## config.mk

```make
export PLATFORM = sky130hd
export DESIGN_NAME = tep_top
export DESIGN_NICKNAME = d
export VERILOG_FILES = /design/src/verilog/tep_pwm.v /design/src/verilog/tep_top.v
export VERILOG_INCLUDE_DIRS = /design/src /design/src/verilog
export SDC_FILE = /design/constraint.sdc
export NUM_CORES = 1
export LEC_CHECK = 0
export BUFFER_PORTS_ARGS = -buffer_cell sky130_fd_sc_hd__buf_2
export CAP_MARGIN = 20
export CORE_ASPECT_RATIO = 1.25
export CORE_MARGIN = 2
export CORE_UTILIZATION = 51
export CTS_BUF_LIST = sky130_fd_sc_hd__clkbuf_4 sky130_fd_sc_hd__clkbuf_8
export DETAILED_ROUTE_END_ITERATION = 6
export MAX_ROUTING_LAYER = met4
export PLACE_DENSITY = 0.7
export SLEW_MARGIN = 30
export SYNTH_ARGS = -nofsm -noshare
export SYNTH_HDL_FRONTEND = slang
export SYNTH_HIERARCHICAL = 1
export SYNTH_SLANG_ARGS = --single-unit
```

## constraint.sdc

```tcl
create_clock -name CLK -period 3.4 [get_ports CLK]
set_input_delay 0.51 -clock CLK [delete_from_list [all_inputs] [get_ports CLK]]
set_output_delay 0.51 -clock CLK [all_outputs]
set_load 0.03 [all_outputs]
```

## src/verilog/tep_consts.vh

```
// constants for the hot event pin and fan full_speed_on_event block
// assumes a 25 MHz core clock and 8-bit register accesses
`ifndef TEP_CONSTS_VH
`define TEP_CONSTS_VH

// ====================================================
// register offsets
`define TEP_REG_R1_CFG     8'h5f
`define TEP_REG_LOC_CFG    8'h60
`define TEP_REG_R2_CFG     8'h61
`define TEP_REG_R1_CRIT    8'h6a
`define TEP_REG_LOC_CRIT   8'h6b
`define TEP_REG_R2_CRIT    8'h6c
`define TEP_REG_STATUS2    8'h42
`define TEP_REG_MASK2      8'h75
`define TEP_REG_CFG3       8'h78
`define TEP_REG_TIMER      8'h79
`define TEP_REG_LIMIT      8'h7a

// ====================================================
// field positions
`define TEP_CH_OUT_EN_BIT  3
`define TEP_CFG3_FUNC_BIT  1
`define TEP_CFG3_FULL_SPEED_ON_EVENT_BIT 2
`define TEP_FLAG_BIT       5

// ====================================================
// reset values
`define TEP_RST_CH_CFG     8'h00
`define TEP_RST_CRIT       8'h00
`define TEP_RST_MASK2      8'h00
`define TEP_RST_CFG3       8'h00
`define TEP_RST_LIMIT      8'h00

// ====================================================
// timing
`define TEP_CLK_PERIOD_NS  40
`define TEP_TIMER_LSB_NS   22760000
`define TEP_TIMER_LSB_CYC  (`TEP_TIMER_LSB_NS / `TEP_CLK_PERIOD_NS)
`define TEP_PWM_DIV_CYC    16
`define TEP_DUTY_FULL      8'hff

`endif

```

## src/verilog/tep_pwm.v

```verilog
// one pwm fan drive channel with full-speed override
// assumes duty and full_speed_on_event come from logic on the same clock
`timescale 1ns/10ps
`include "tep_consts.vh"

module tep_pwm
#(
  parameter DIV_CYC = `TEP_PWM_DIV_CYC
)
(
  input  wire       clk,
  input  wire       rst_n,
  input  wire [7:0] duty,
  input  wire       full_speed_on_event,
  output reg        pwm_out
);

  reg [15:0] div_r;
  reg        tick_r;
  reg [7:0]  cnt_r;

  // ==================================================
  // slot divider, one enable pulse per pwm step
  always @(posedge clk)
  begin
    if (!rst_n)
    begin
      div_r  <= 16'h0000;
      tick_r <= 1'b0;
    end
    else if (div_r == DIV_CYC[15:0] - 16'h0001)
    begin
      div_r  <= 16'h0000;
      tick_r <= 1'b1;
    end
    else
    begin
      div_r  <= div_r + 16'h0001;
      tick_r <= 1'b0;
    end
  end

  // ==================================================
  // period counter, 255 steps so full duty has no low slot
  always @(posedge clk)
  begin
    if (!rst_n)
      cnt_r <= 8'h00;
    else if (tick_r)
      cnt_r <= (cnt_r == 8'hfe) ? 8'h00 : cnt_r + 8'h01;
  end

  // ==================================================
  // duty compare; full_speed_on_event only lifts a fan already running
  always @(posedge clk)
  begin
    if (!rst_n)
      pwm_out <= 1'b0;
    else if (full_speed_on_event && duty != 8'h00)
      pwm_out <= 1'b1;
    else
      pwm_out <= (cnt_r < duty);
  end

endmodule // tep_pwm

```

## src/verilog/tep_top.v

```verilog
// hot event pin timing, alert flag, pin output drive and fan full_speed_on_event
// assumes a register port from the serial engine on the same clock,
// temperatures and monitor strobe from the conversion logic
//
// Function
// - full_speed_on_event bit set forces running fans to full duty while pin asserted
// - full_speed_on_event bit clear leaves fan duty untouched by pin events
// - mask bit 5 suppresses the alert for an exceeded event limit
// - event limit zero alerts on the very first pin assertion
// - enabled channel above critical limit by a quarter degree drives pin low
// - pin stays low while still above limit, releases at or below
// - driven assertion lasts at least one whole monitoring cycle
// - critical limits live at 0x6a, 0x6b, 0x6c per channel
// - bit 3 of 0x5f, 0x60, 0x61 enables pin drive per channel
// - fan speed set by pwm square wave duty on each output
// - four speed pulse inputs, three drives; fourth fan shares third drive
// - event timer accumulates, clears on read, holds at full scale
// - bit 0 on first assertion, then lsb worth 22.76 ms past 45.52 ms
// - timer above limit sets status flag and alert unless masked
// - config 3 bit 1 selects pin function and enables monitoring
`timescale 1ns/10ps
`include "tep_consts.vh"

module tep_top
#(
  parameter LSB_CYC = `TEP_TIMER_LSB_CYC,
  parameter PWM_DIV = `TEP_PWM_DIV_CYC
)
(
  input  wire       CLK,
  input  wire       RSTN,
  input  wire [7:0] REG_ADDR,
  input  wire [7:0] REG_WDATA,
  input  wire       REG_WR,
  input  wire       REG_RD,
  output reg  [7:0] REG_RDATA,
  input  wire [9:0] TEMP_R1,
  input  wire [9:0] TEMP_LOC,
  input  wire [9:0] TEMP_R2,
  input  wire       MON_DONE,
  input  wire [7:0] DUTY1,
  input  wire [7:0] DUTY2,
  input  wire [7:0] DUTY3,
  input  wire       HOT_EVENT_PIN_IN,
  output reg        HOT_EVENT_PIN_OUT,
  output reg        HOT_EVENT_PIN_OE_N,
  input  wire [2:0] FAN_SPEED_PULSE_INPUT,
  output reg  [3:0] FAN_PULSE_SYNC,
  output wire       FAN1_DRIVE,
  output wire       FAN2_DRIVE,
  output wire       THIRD_FAN_DRIVE,
  output reg        SMBALERT_N
);

  // ==================================================
  // registers
  reg [7:0]  ch_cfg_r [0:2];
  reg [7:0]  crit_r   [0:2];
  reg [7:0]  mask2_r;
  reg [7:0]  cfg3_r;
  reg [7:0]  limit_r;
  reg        flag_r;
  reg [7:0]  units_r;
  reg        seen_r;
  reg [31:0] pre_r;
  reg [2:0]  over_r;
  reg        drive_r;
  reg        pin_s1_r;
  reg        pin_s2_r;
  reg [2:0]  fan_speed_pulse_input_s1_r;
  reg [2:0]  fan_speed_pulse_input_s2_r;
  reg [7:0]  rd_nxt;

  wire [9:0] temp [0:2];
  wire       func_en  = cfg3_r[`TEP_CFG3_FUNC_BIT];
  wire       full_speed_on_event_en = cfg3_r[`TEP_CFG3_FULL_SPEED_ON_EVENT_BIT];
  wire       asserted = func_en & ~pin_s2_r;
  wire       timer_rd = REG_RD && (REG_ADDR == `TEP_REG_TIMER);
  wire       stat_rd  = REG_RD && (REG_ADDR == `TEP_REG_STATUS2);
  wire [7:0] timer_val;
  wire       full_speed_on_event_now = full_speed_on_event_en & asserted;

  assign temp[0] = TEMP_R1;
  assign temp[1] = TEMP_LOC;
  assign temp[2] = TEMP_R2;

  // below 45.52 ms only the first-assertion marker shows
  assign timer_val = (units_r >= 8'h02) ? units_r
                                        : {7'h00, seen_r};

  // ==================================================
  // two-stage synchronisers for the pin and speed pulses
  always @(posedge CLK)
  begin
    if (!RSTN)
    begin
      pin_s1_r  <= 1'b1;
      pin_s2_r  <= 1'b1;
      fan_speed_pulse_input_s1_r <= 3'h0;
      fan_speed_pulse_input_s2_r <= 3'h0;
    end
    else
    begin
      pin_s1_r  <= HOT_EVENT_PIN_IN;
      pin_s2_r  <= pin_s1_r;
      fan_speed_pulse_input_s1_r <= FAN_SPEED_PULSE_INPUT;
      fan_speed_pulse_input_s2_r <= fan_speed_pulse_input_s1_r;
    end
  end

  // ==================================================
  // speed pulses to the measurement logic; the fourth shares the
  // event pin and is blanked once that pin serves as event input
  always @(posedge CLK)
  begin
    if (!RSTN)
      FAN_PULSE_SYNC <= 4'h0;
    else
      FAN_PULSE_SYNC <= {pin_s2_r & ~func_en, fan_speed_pulse_input_s2_r};
  end

  // ==================================================
  // per channel over-limit state, re-judged once per monitor cycle
  genvar g;
  generate
    for (g = 0; g < 3; g = g + 1)
    begin : g_ch
      always @(posedge CLK)
      begin
        if (!RSTN)
          over_r[g] <= 1'b0;
        else if (MON_DONE)
          // quarter degree above means strictly above limit.00
          over_r[g] <= ch_cfg_r[g][`TEP_CH_OUT_EN_BIT] &&
                       (temp[g] > {crit_r[g], 2'b00});
      end
    end
  endgenerate

  // ==================================================
  // open-drain drive; over_r only moves at monitor strobes, so a
  // trip holds for a full monitoring cycle with no gap at the
  // strobe, and a continuing trip keeps the pin low throughout
  always @(posedge CLK)
  begin
    if (!RSTN)
      drive_r <= 1'b0;
    else
      drive_r <= func_en & (|over_r);
  end

  always @(posedge CLK)
  begin
    if (!RSTN)
    begin
      HOT_EVENT_PIN_OUT  <= 1'b0;
      HOT_EVENT_PIN_OE_N <= 1'b1;
    end
    else
    begin
      HOT_EVENT_PIN_OUT  <= 1'b0;
      HOT_EVENT_PIN_OE_N <= ~drive_r;
    end
  end

  // ==================================================
  // assertion time prescaler; wide so long lsb times still fit
  always @(posedge CLK)
  begin
    if (!RSTN || timer_rd)
      pre_r <= 32'h0;
    else if (asserted && units_r != 8'hff)
    begin
      if (pre_r == LSB_CYC - 1)
        pre_r <= 32'h0;
      else
        pre_r <= pre_r + 32'h1;
    end
  end

  // ==================================================
  // cumulative units with saturation; read restarts from zero
  always @(posedge CLK)
  begin
    if (!RSTN || timer_rd)
    begin
      units_r <= 8'h00;
      seen_r  <= 1'b0;
    end
    else
    begin
      if (asserted)
        seen_r <= 1'b1;
      if (asserted && units_r != 8'hff && pre_r == LSB_CYC - 1)
        units_r <= units_r + 8'h01;
    end
  end

  // ==================================================
  // status flag: set beats the read clear in the same cycle
  always @(posedge CLK)
  begin
    if (!RSTN)
      flag_r <= 1'b0;
    else if (timer_val > limit_r)
      flag_r <= 1'b1;
    else if (stat_rd)
      flag_r <= 1'b0;
  end

  // alert follows the flag; mask leaves the flag itself alone
  always @(posedge CLK)
  begin
    if (!RSTN)
      SMBALERT_N <= 1'b1;
    else
      SMBALERT_N <= ~(flag_r & ~mask2_r[`TEP_FLAG_BIT]);
  end

  // ==================================================
  // register writes
  integer i;
  always @(posedge CLK)
  begin
    if (!RSTN)
    begin
      for (i = 0; i < 3; i = i + 1)
      begin
        ch_cfg_r[i] <= `TEP_RST_CH_CFG;
        crit_r[i]   <= `TEP_RST_CRIT;
      end
      mask2_r <= `TEP_RST_MASK2;
      cfg3_r  <= `TEP_RST_CFG3;
      limit_r <= `TEP_RST_LIMIT;
    end
    else if (REG_WR)
    begin
      case (REG_ADDR)
        `TEP_REG_R1_CFG:   ch_cfg_r[0] <= REG_WDATA;
        `TEP_REG_LOC_CFG:  ch_cfg_r[1] <= REG_WDATA;
        `TEP_REG_R2_CFG:   ch_cfg_r[2] <= REG_WDATA;
        `TEP_REG_R1_CRIT:  crit_r[0]   <= REG_WDATA;
        `TEP_REG_LOC_CRIT: crit_r[1]   <= REG_WDATA;
        `TEP_REG_R2_CRIT:  crit_r[2]   <= REG_WDATA;
        `TEP_REG_MASK2:    mask2_r     <= REG_WDATA;
        `TEP_REG_CFG3:     cfg3_r      <= REG_WDATA;
        `TEP_REG_LIMIT:    limit_r     <= REG_WDATA;
        default:           limit_r     <= limit_r;
      endcase
    end
  end

  // ==================================================
  // read mux; unmapped offsets read zero
  always @*
  begin
    case (REG_ADDR)
      `TEP_REG_R1_CFG:   rd_nxt = ch_cfg_r[0];
      `TEP_REG_LOC_CFG:  rd_nxt = ch_cfg_r[1];
      `TEP_REG_R2_CFG:   rd_nxt = ch_cfg_r[2];
      `TEP_REG_R1_CRIT:  rd_nxt = crit_r[0];
      `TEP_REG_LOC_CRIT: rd_nxt = crit_r[1];
      `TEP_REG_R2_CRIT:  rd_nxt = crit_r[2];
      `TEP_REG_MASK2:    rd_nxt = mask2_r;
      `TEP_REG_CFG3:     rd_nxt = cfg3_r;
      `TEP_REG_LIMIT:    rd_nxt = limit_r;
      `TEP_REG_TIMER:    rd_nxt = timer_val;
      `TEP_REG_STATUS2:  rd_nxt = {2'b00, flag_r, 5'h00};
      default:           rd_nxt = 8'h00;
    endcase
  end

  always @(posedge CLK)
  begin
    if (!RSTN)
      REG_RDATA <= 8'h00;
    else if (REG_RD)
      REG_RDATA <= rd_nxt;
  end

  // ==================================================
  // three fan drives; full_speed_on_event reaches all of them together
  tep_pwm #(.DIV_CYC(PWM_DIV)) u_pwm1
  (
    .clk     (CLK),
    .rst_n   (RSTN),
    .duty    (DUTY1),
    .full_speed_on_event   (full_speed_on_event_now),
    .pwm_out (FAN1_DRIVE)
  );

  tep_pwm #(.DIV_CYC(PWM_DIV)) u_pwm2
  (
    .clk     (CLK),
    .rst_n   (RSTN),
    .duty    (DUTY2),
    .full_speed_on_event   (full_speed_on_event_now),
    .pwm_out (FAN2_DRIVE)
  );

  tep_pwm #(.DIV_CYC(PWM_DIV)) u_third_fan_drive
  (
    .clk     (CLK),
    .rst_n   (RSTN),
    .duty    (DUTY3),
    .full_speed_on_event   (full_speed_on_event_now),
    .pwm_out (THIRD_FAN_DRIVE)
  );

endmodule // tep_top

```

==> run metrics, run 1 <==
status=finished clean; nets=between 1000 and 1500; Final Setup Violations=0; # Post-CTS Setup Buffers=0; IO buf count=95; Worst EP arrival=around 2.9 ns; pwr dens=around 430 nW/um^2; Yosys cell types=80; CTS tree=done; RSZ-0062 raised after global routing=false; DRC=0; top-count cell post-synth=dfxtp_1; HPWL after detailed placement=between 20 and 25 mm; final setup TNS=0 ns; GRT Total Usage=about a quarter; CTS Buf Count=37; Max Fclk=0.415 GHz; largest net degree at the start of global routing=37; startpoint types=register; Crit Path Category=register to register; Syn-to-layout area delta=12.7%; post-synthesis net count=between 1000 and 1500; Die ar.=between 20000 and 25000 um^2; H-tree depth=2; core outline area=21500 um^2; IO Pins=97; r2r startpoint=cfg3_r[1]; vias per inst=5.65; post-route ant nets=0; Routability Congestion=0.973; Hold Buf Count CTS=0; Post-synth top cells=170 x dfxtp_1, 138 x nor2_1, 88 x inv_1; Mapped Cells=between 1000 and 1500; CP Cell Sequence=and2b_1 -> o211ai_4 -> or3_4 -> or4_1 -> a21oi_1; Final Skew=around 0.033 ns; Synth Area per Inst=around 9.3 um^2; Routed Wire Length=27.6 mm; Critical Path Start=cfg3_r[1]; # resized after CTS=0; relative slew slack=between 40% and 50%; grt ovf=0; area of the mapped netlist=roughly 11000 um^2; Area contributors post-synth=dfxtp_1 31%, edfxtp_1 13%, ha_1 7.3%, xnor2_1 5.9%, nor2_1 4.6%; via count=~9000; post-synthesis sequential area ratio=between 40% and 50%; Slew @ Worst Pin=about 0.76 ns; die width=136 um; required time of the critical path=slightly below 4 ns; Synthesis Warnings=6; # clock sinks=roughly 220; CTS Buffer Depth=3; CTS root buffer=clkbuf_8; crit path capture type=register; critical path peak fanout=17; Initial Util=around 52%; Clk pin slew, worst setup/hold paths=about 0.060 ns; Peak VDD IR=about 0.26 mV; Post-synth EDFFs=48; number of cell rows=60; Initial DRC Count=between 700 and 800; n_diodes=0; Hold Path Class=input port to register; FFs w/ async S/R, synth=0%; initial antenna violation count=0; Seq cells post-synth=218; Synth top area share=between 30% and 40%; top_reg_cell synth=dfxtp_1; slowest CP cell=dfxtp_1; P_leak=0.00482 uW; layout cells sized above 1=15.8%; Final Power=around 5400 uW; first-pass GRT wire length=roughly 44 mm; clk_lat worst skew=between 0.5 and 0.6 ns; crit path time final=2.41 ns; 1st-pass router iterations=6; CP max stage delay=about 0.57 ns; hold_sp=HOT_EVENT_PIN_IN; dominant cell type by area after synthesis=dfxtp_1; Fin. Hold Viols=0; max_cap viols=0; vias in the first global route=around 8500; fin crit share=between 70% and 80%; die height=about 170 um; routed wire length per instance=approximately 17 um; Slew Viols, Final=0
-- final cells by class --
| cell class | count | area, um^2 |
|---|---|---|
| Fill cell | 1950 | 8910 |
| Multi-Input combinational cell | 843 | 5740 |
| Sequential cell | 218 | 4840 |
| Clock buffer | 52 | 659 |
| Timing Repair Buffer | 106 | 558 |
| Tap cell | 279 | 349 |
| Inverter | 89 | 334 |
| Clock inverter | 11 | 83.8 |
-- critical path, delay by kind of cell, from the launching register on --
kind / cells / cell delay (ns)
simple gates: 3 / 1.35
compound gates: 2 / 0.41
flops: 1 / 0.57
-- cells in the final DEF, fill, tap and decap left out, types with 43 or more instances in the layout --
cell / instances
xnor2_1: 75
inv_1: 88
nor2_1: 138
edfxtp_1: 48
ha_1: 65
dfxtp_1: 170
clkbuf_8: 43
nand2_1: 85
nand3_1: 49
buf_2: 95
-- power breakdown --
part / switching (uW) / internal, uW
Combinational: 205 / 119
Sequential: 38.2 / 2690
Clock: 1040 / 1330
-- worst paths after layout --
path	endpoint	slack [ns]	cells past startpoint
hold / removal	pin_s1_r	0.17	2
hold reg to reg	HOT_EVENT_PIN_OE_N	0.37	1
setup / recovery	units_r[5]	0.99	5
setup reg to reg	units_r[5]	0.99	5
-- kinds of logic (layout without fill, tap and decap cells) --
| logic type | Yosys count | in the layout | synth area share [%] |
|---|---|---|---|
| buffers and inverters | 138 | 258 | 5.10 |
| AOI/OAI and AO/OA | 162 | 162 | 10.2 |
| adders and majority gates | 65 | 65 | 7.30 |
| and+or+nand+nor | 505 | 505 | 25.1 |
| muxes | 18 | 18 | 1.65 |
| xor gates and xnor gates | 92 | 92 | 7.23 |
| other | 1 | 1 | 0.0336 |
| DFF | 218 | 218 | 43.5 |
-- metrics by stage --
step | hold WS (ns) | area (um^2) | utilization [%] | setup WS (ns) | std cells
finish | 0.171 | 12600 | 58.5 | 0.991 | 1598
floorplan | 0.352 | 11100 | - | 1.17 | 1199
CTS | 0.144 | 12600 | 58.5 | 1.00 | 1598
detailed placement | 0.358 | 11800 | 55.1 | 0.620 | 1535
global placement | 0.358 | 11800 | 55.1 | 0.602 | 1535
global route | 0.171 | 12600 | 58.5 | 0.831 | 1598
-- flip-flops by register name, indices dropped and copies added (netlist names), 3 cells and up --
| signal | flops |
|---|---|
| u_pwm2/div_r | 16 |
| u_pwm1/div_r | 16 |
| u_third_fan_drive/cnt_r | 8 |
| u_third_fan_drive/div_r | 16 |
| units_r | 8 |
| cfg3_r | 8 |
| FAN_PULSE_SYNC | 4 |
| pre_r | 32 |
| limit_r | 8 |
| over_r | 3 |
| fan_speed_pulse_input_s2_r | 3 |
| u_pwm1/cnt_r | 8 |
| ch_cfg_r | 24 |
| mask2_r | 8 |
| u_pwm2/cnt_r | 8 |
| fan_speed_pulse_input_s1_r | 3 |
| REG_RDATA | 8 |
| crit_r | 24 |
-- routing by layer --
| layer | up-vias | wire length [um] | global-route usage (%) |
|---|---|---|---|
| met4 | 0 | 1330 | 12.4 |
| met3 | 76 | 1560 | 4.09 |
| met1 | 4221 | 11400 | 29.7 |
| li1 | 4458 | - | - |
| met2 | 267 | 13300 | 40.0 |
| met5 | - | 0 | - |
(Power assumes the default switching activity.)
==> inputs of run 2 (changes only) <==
--- a/config.mk
+++ b/config.mk
@@ -14,7 +14,7 @@
 export CTS_BUF_LIST = sky130_fd_sc_hd__clkbuf_4 sky130_fd_sc_hd__clkbuf_8
 export DETAILED_ROUTE_END_ITERATION = 6
 export MAX_ROUTING_LAYER = met4
-export PLACE_DENSITY = 0.7
+export PLACE_DENSITY = 0.73
 export SLEW_MARGIN = 30
 export SYNTH_ARGS = -nofsm -noshare
 export SYNTH_HDL_FRONTEND = slang
==> constraint.sdc (replaced) <==
create_clock -name CLK -period 2.1 [get_ports CLK]
set_input_delay 0.315 -clock CLK [delete_from_list [all_inputs] [get_ports CLK]]
set_output_delay 0.315 -clock CLK [all_outputs]
set_load 0.03 [all_outputs]
==> run 2 against run 1 <==
Against the previous run:
- fmax is 18% higher
- worst hold slack worse by 0.053 ns
- core utilization is 3.7 points higher
- first-iteration DRC count is 10% lower
==> run metrics, run 2 (synthesized netlist as in run 1, its figures left out) <==
Initial Util=between 50% and 60%; layout cells sized above 1=between 20% and 30%; Worst EP arrival=2.50 ns; most common cell after layout, fill and taps aside=dfxtp_1; initial antenna violation count=0; Fin. Hold Viols=0; # clock sinks=about 220; grt ovf=0; max_cap viols=0; final setup TNS=0 ns; CTS root buffer=clkbuf_8; crit path time final=between 2 and 2.5 ns; die height=169 um; P_leak=0.00522 uW; HPWL after detailed placement=20.5 mm; Syn-to-layout area delta=19.8%; vias in the first global route=9225; Slew Viols, Final=0; Routed Wire Length=approximately 28 mm; routed wire length per instance=approximately 17 um; Clk pin slew, worst setup/hold paths=roughly 0.060 ns; Peak VDD IR=~0.67 mV; die width=approximately 140 um; Min Hold Slack=roughly 0.12 ns; nets=1506; commonest non-fill, non-tap cells in the layout=166 x dfxtp_1, 138 x nor2_1, 95 x buf_2; Largest register FFs=32; RSZ-0062 raised after global routing=true; status=finished clean; Initial DRC Count=between 600 and 700; first-pass GRT wire length=approximately 45 mm; clk_lat worst skew=about 0.53 ns; Slew @ Worst Pin=0.601 ns; fin crit share=97.1%; critical path peak fanout=5; pre-CTS setup slack=-0.144 ns; required time of the critical path=roughly 2.6 ns; pwr dens=roughly 700 nW/um^2; H-tree depth=2; relative slew slack=between 50% and 60%; final worst slack=about 0.062 ns; Hold Path Class=input port to register; largest reg by FF count=pre_r; CTS Buf Count=37; Top Registers=pre_r (32), ch_cfg_r (24), crit_r (24); Max Fclk=0.491 GHz; DRC=0; CTS Buffer Depth=3; Final Skew=around 0.026 ns; IO Pins=between 90 and 100; Die ar.=23100 um^2; GRT Total Usage=25.0%; via count=~9400; startpoint types=register; filler cell count=1843; Final Setup Violations=0; vias per inst=between 5 and 6; n_diodes=0; Routability Congestion=roughly 0.99; fin util=around 62%; crit path capture type=register; CTS tree=done; largest net degree at the start of global routing=32; post-route ant nets=0; 1st-pass router iterations=5; Crit Path Category=register to register; core outline area=~21000 um^2; IO buf count=95; number of cell rows=60
[run 2: changes by cell type in the layout (fill, tap and decap cells not counted), moves of 4 or more]
cell	previous run	this run
dlygate4sd3_1	0	4
buf_4	11	71
dfxtp_1	170	166
clkinvlp_4	2	6
[run 2: worst max-delay path, cell delays in order, from the launching register on]
cell	delay, ns
dfxtp_4	0.37
buf_4	0.15
ha_2	0.18
nand3_2	0.09
o211ai_4	0.09
or3_4	0.44
buf_12	0.15
or3_1	0.37
a21oi_2	0.14
[run 2: timing repair]
action	in CTS	in global routing
pin swaps	8	14
gates resized for setup	14	14
hold buffers	4	0
buffers inserted	5	5
setup endpoints to repair	3	25
endpoints found under the hold margin	4	0
cloned	0	1
[run 2: routing by layer]
metal / vias to the layer above / global-route usage, % / routed length, um
li1: 4590 / - / -
met5: - / - / 0
met3: 104 / 3.23 / 1410
met1: 4428 / 29.0 / 11500
met2: 303 / 41.9 / 13700
met4: 0 / 13.5 / 1430
[run 2: report_power, final]
group	total (uW)	switching (uW)	internal, uW
clock	4370	1780	2600
sequential	4410	51.3	4360
combinational	561	334	227
[run 2: worst paths after layout]
kind	startpoint	endpoint	slack [ns]	cells past startpoint
worst min register to register	drive_r	HOT_EVENT_PIN_OE_N	0.37	1
worst min-delay path	REG_WDATA[0]	mask2_r[0]	0.12	3
worst max-delay path	units_r[1]	units_r[3]	0.06	8
worst max register to register	units_r[1]	units_r[3]	0.06	8
[run 2: area by class of cell]
class	instances	area [um^2]	share of cell area, %
Clock buffer	53	679	5.09
Clock inverter	14	185	1.39
Inverter	89	334	2.50
Multi-Input combinational cell	844	5860	43.9
Sequential cell	218	4850	36.4
Tap cell	279	349	2.61
Timing Repair Buffer	172	1090	8.15
[run 2: metrics by stage]
step	std cells	instance area (um^2)	total power, uW
floorplan	1199	11100	4790
global placement	1588	12200	5040
detailed placement	1588	12200	5050
CTS	1663	13200	9420
global route	1669	13400	9670
finish	1669	13400	9340
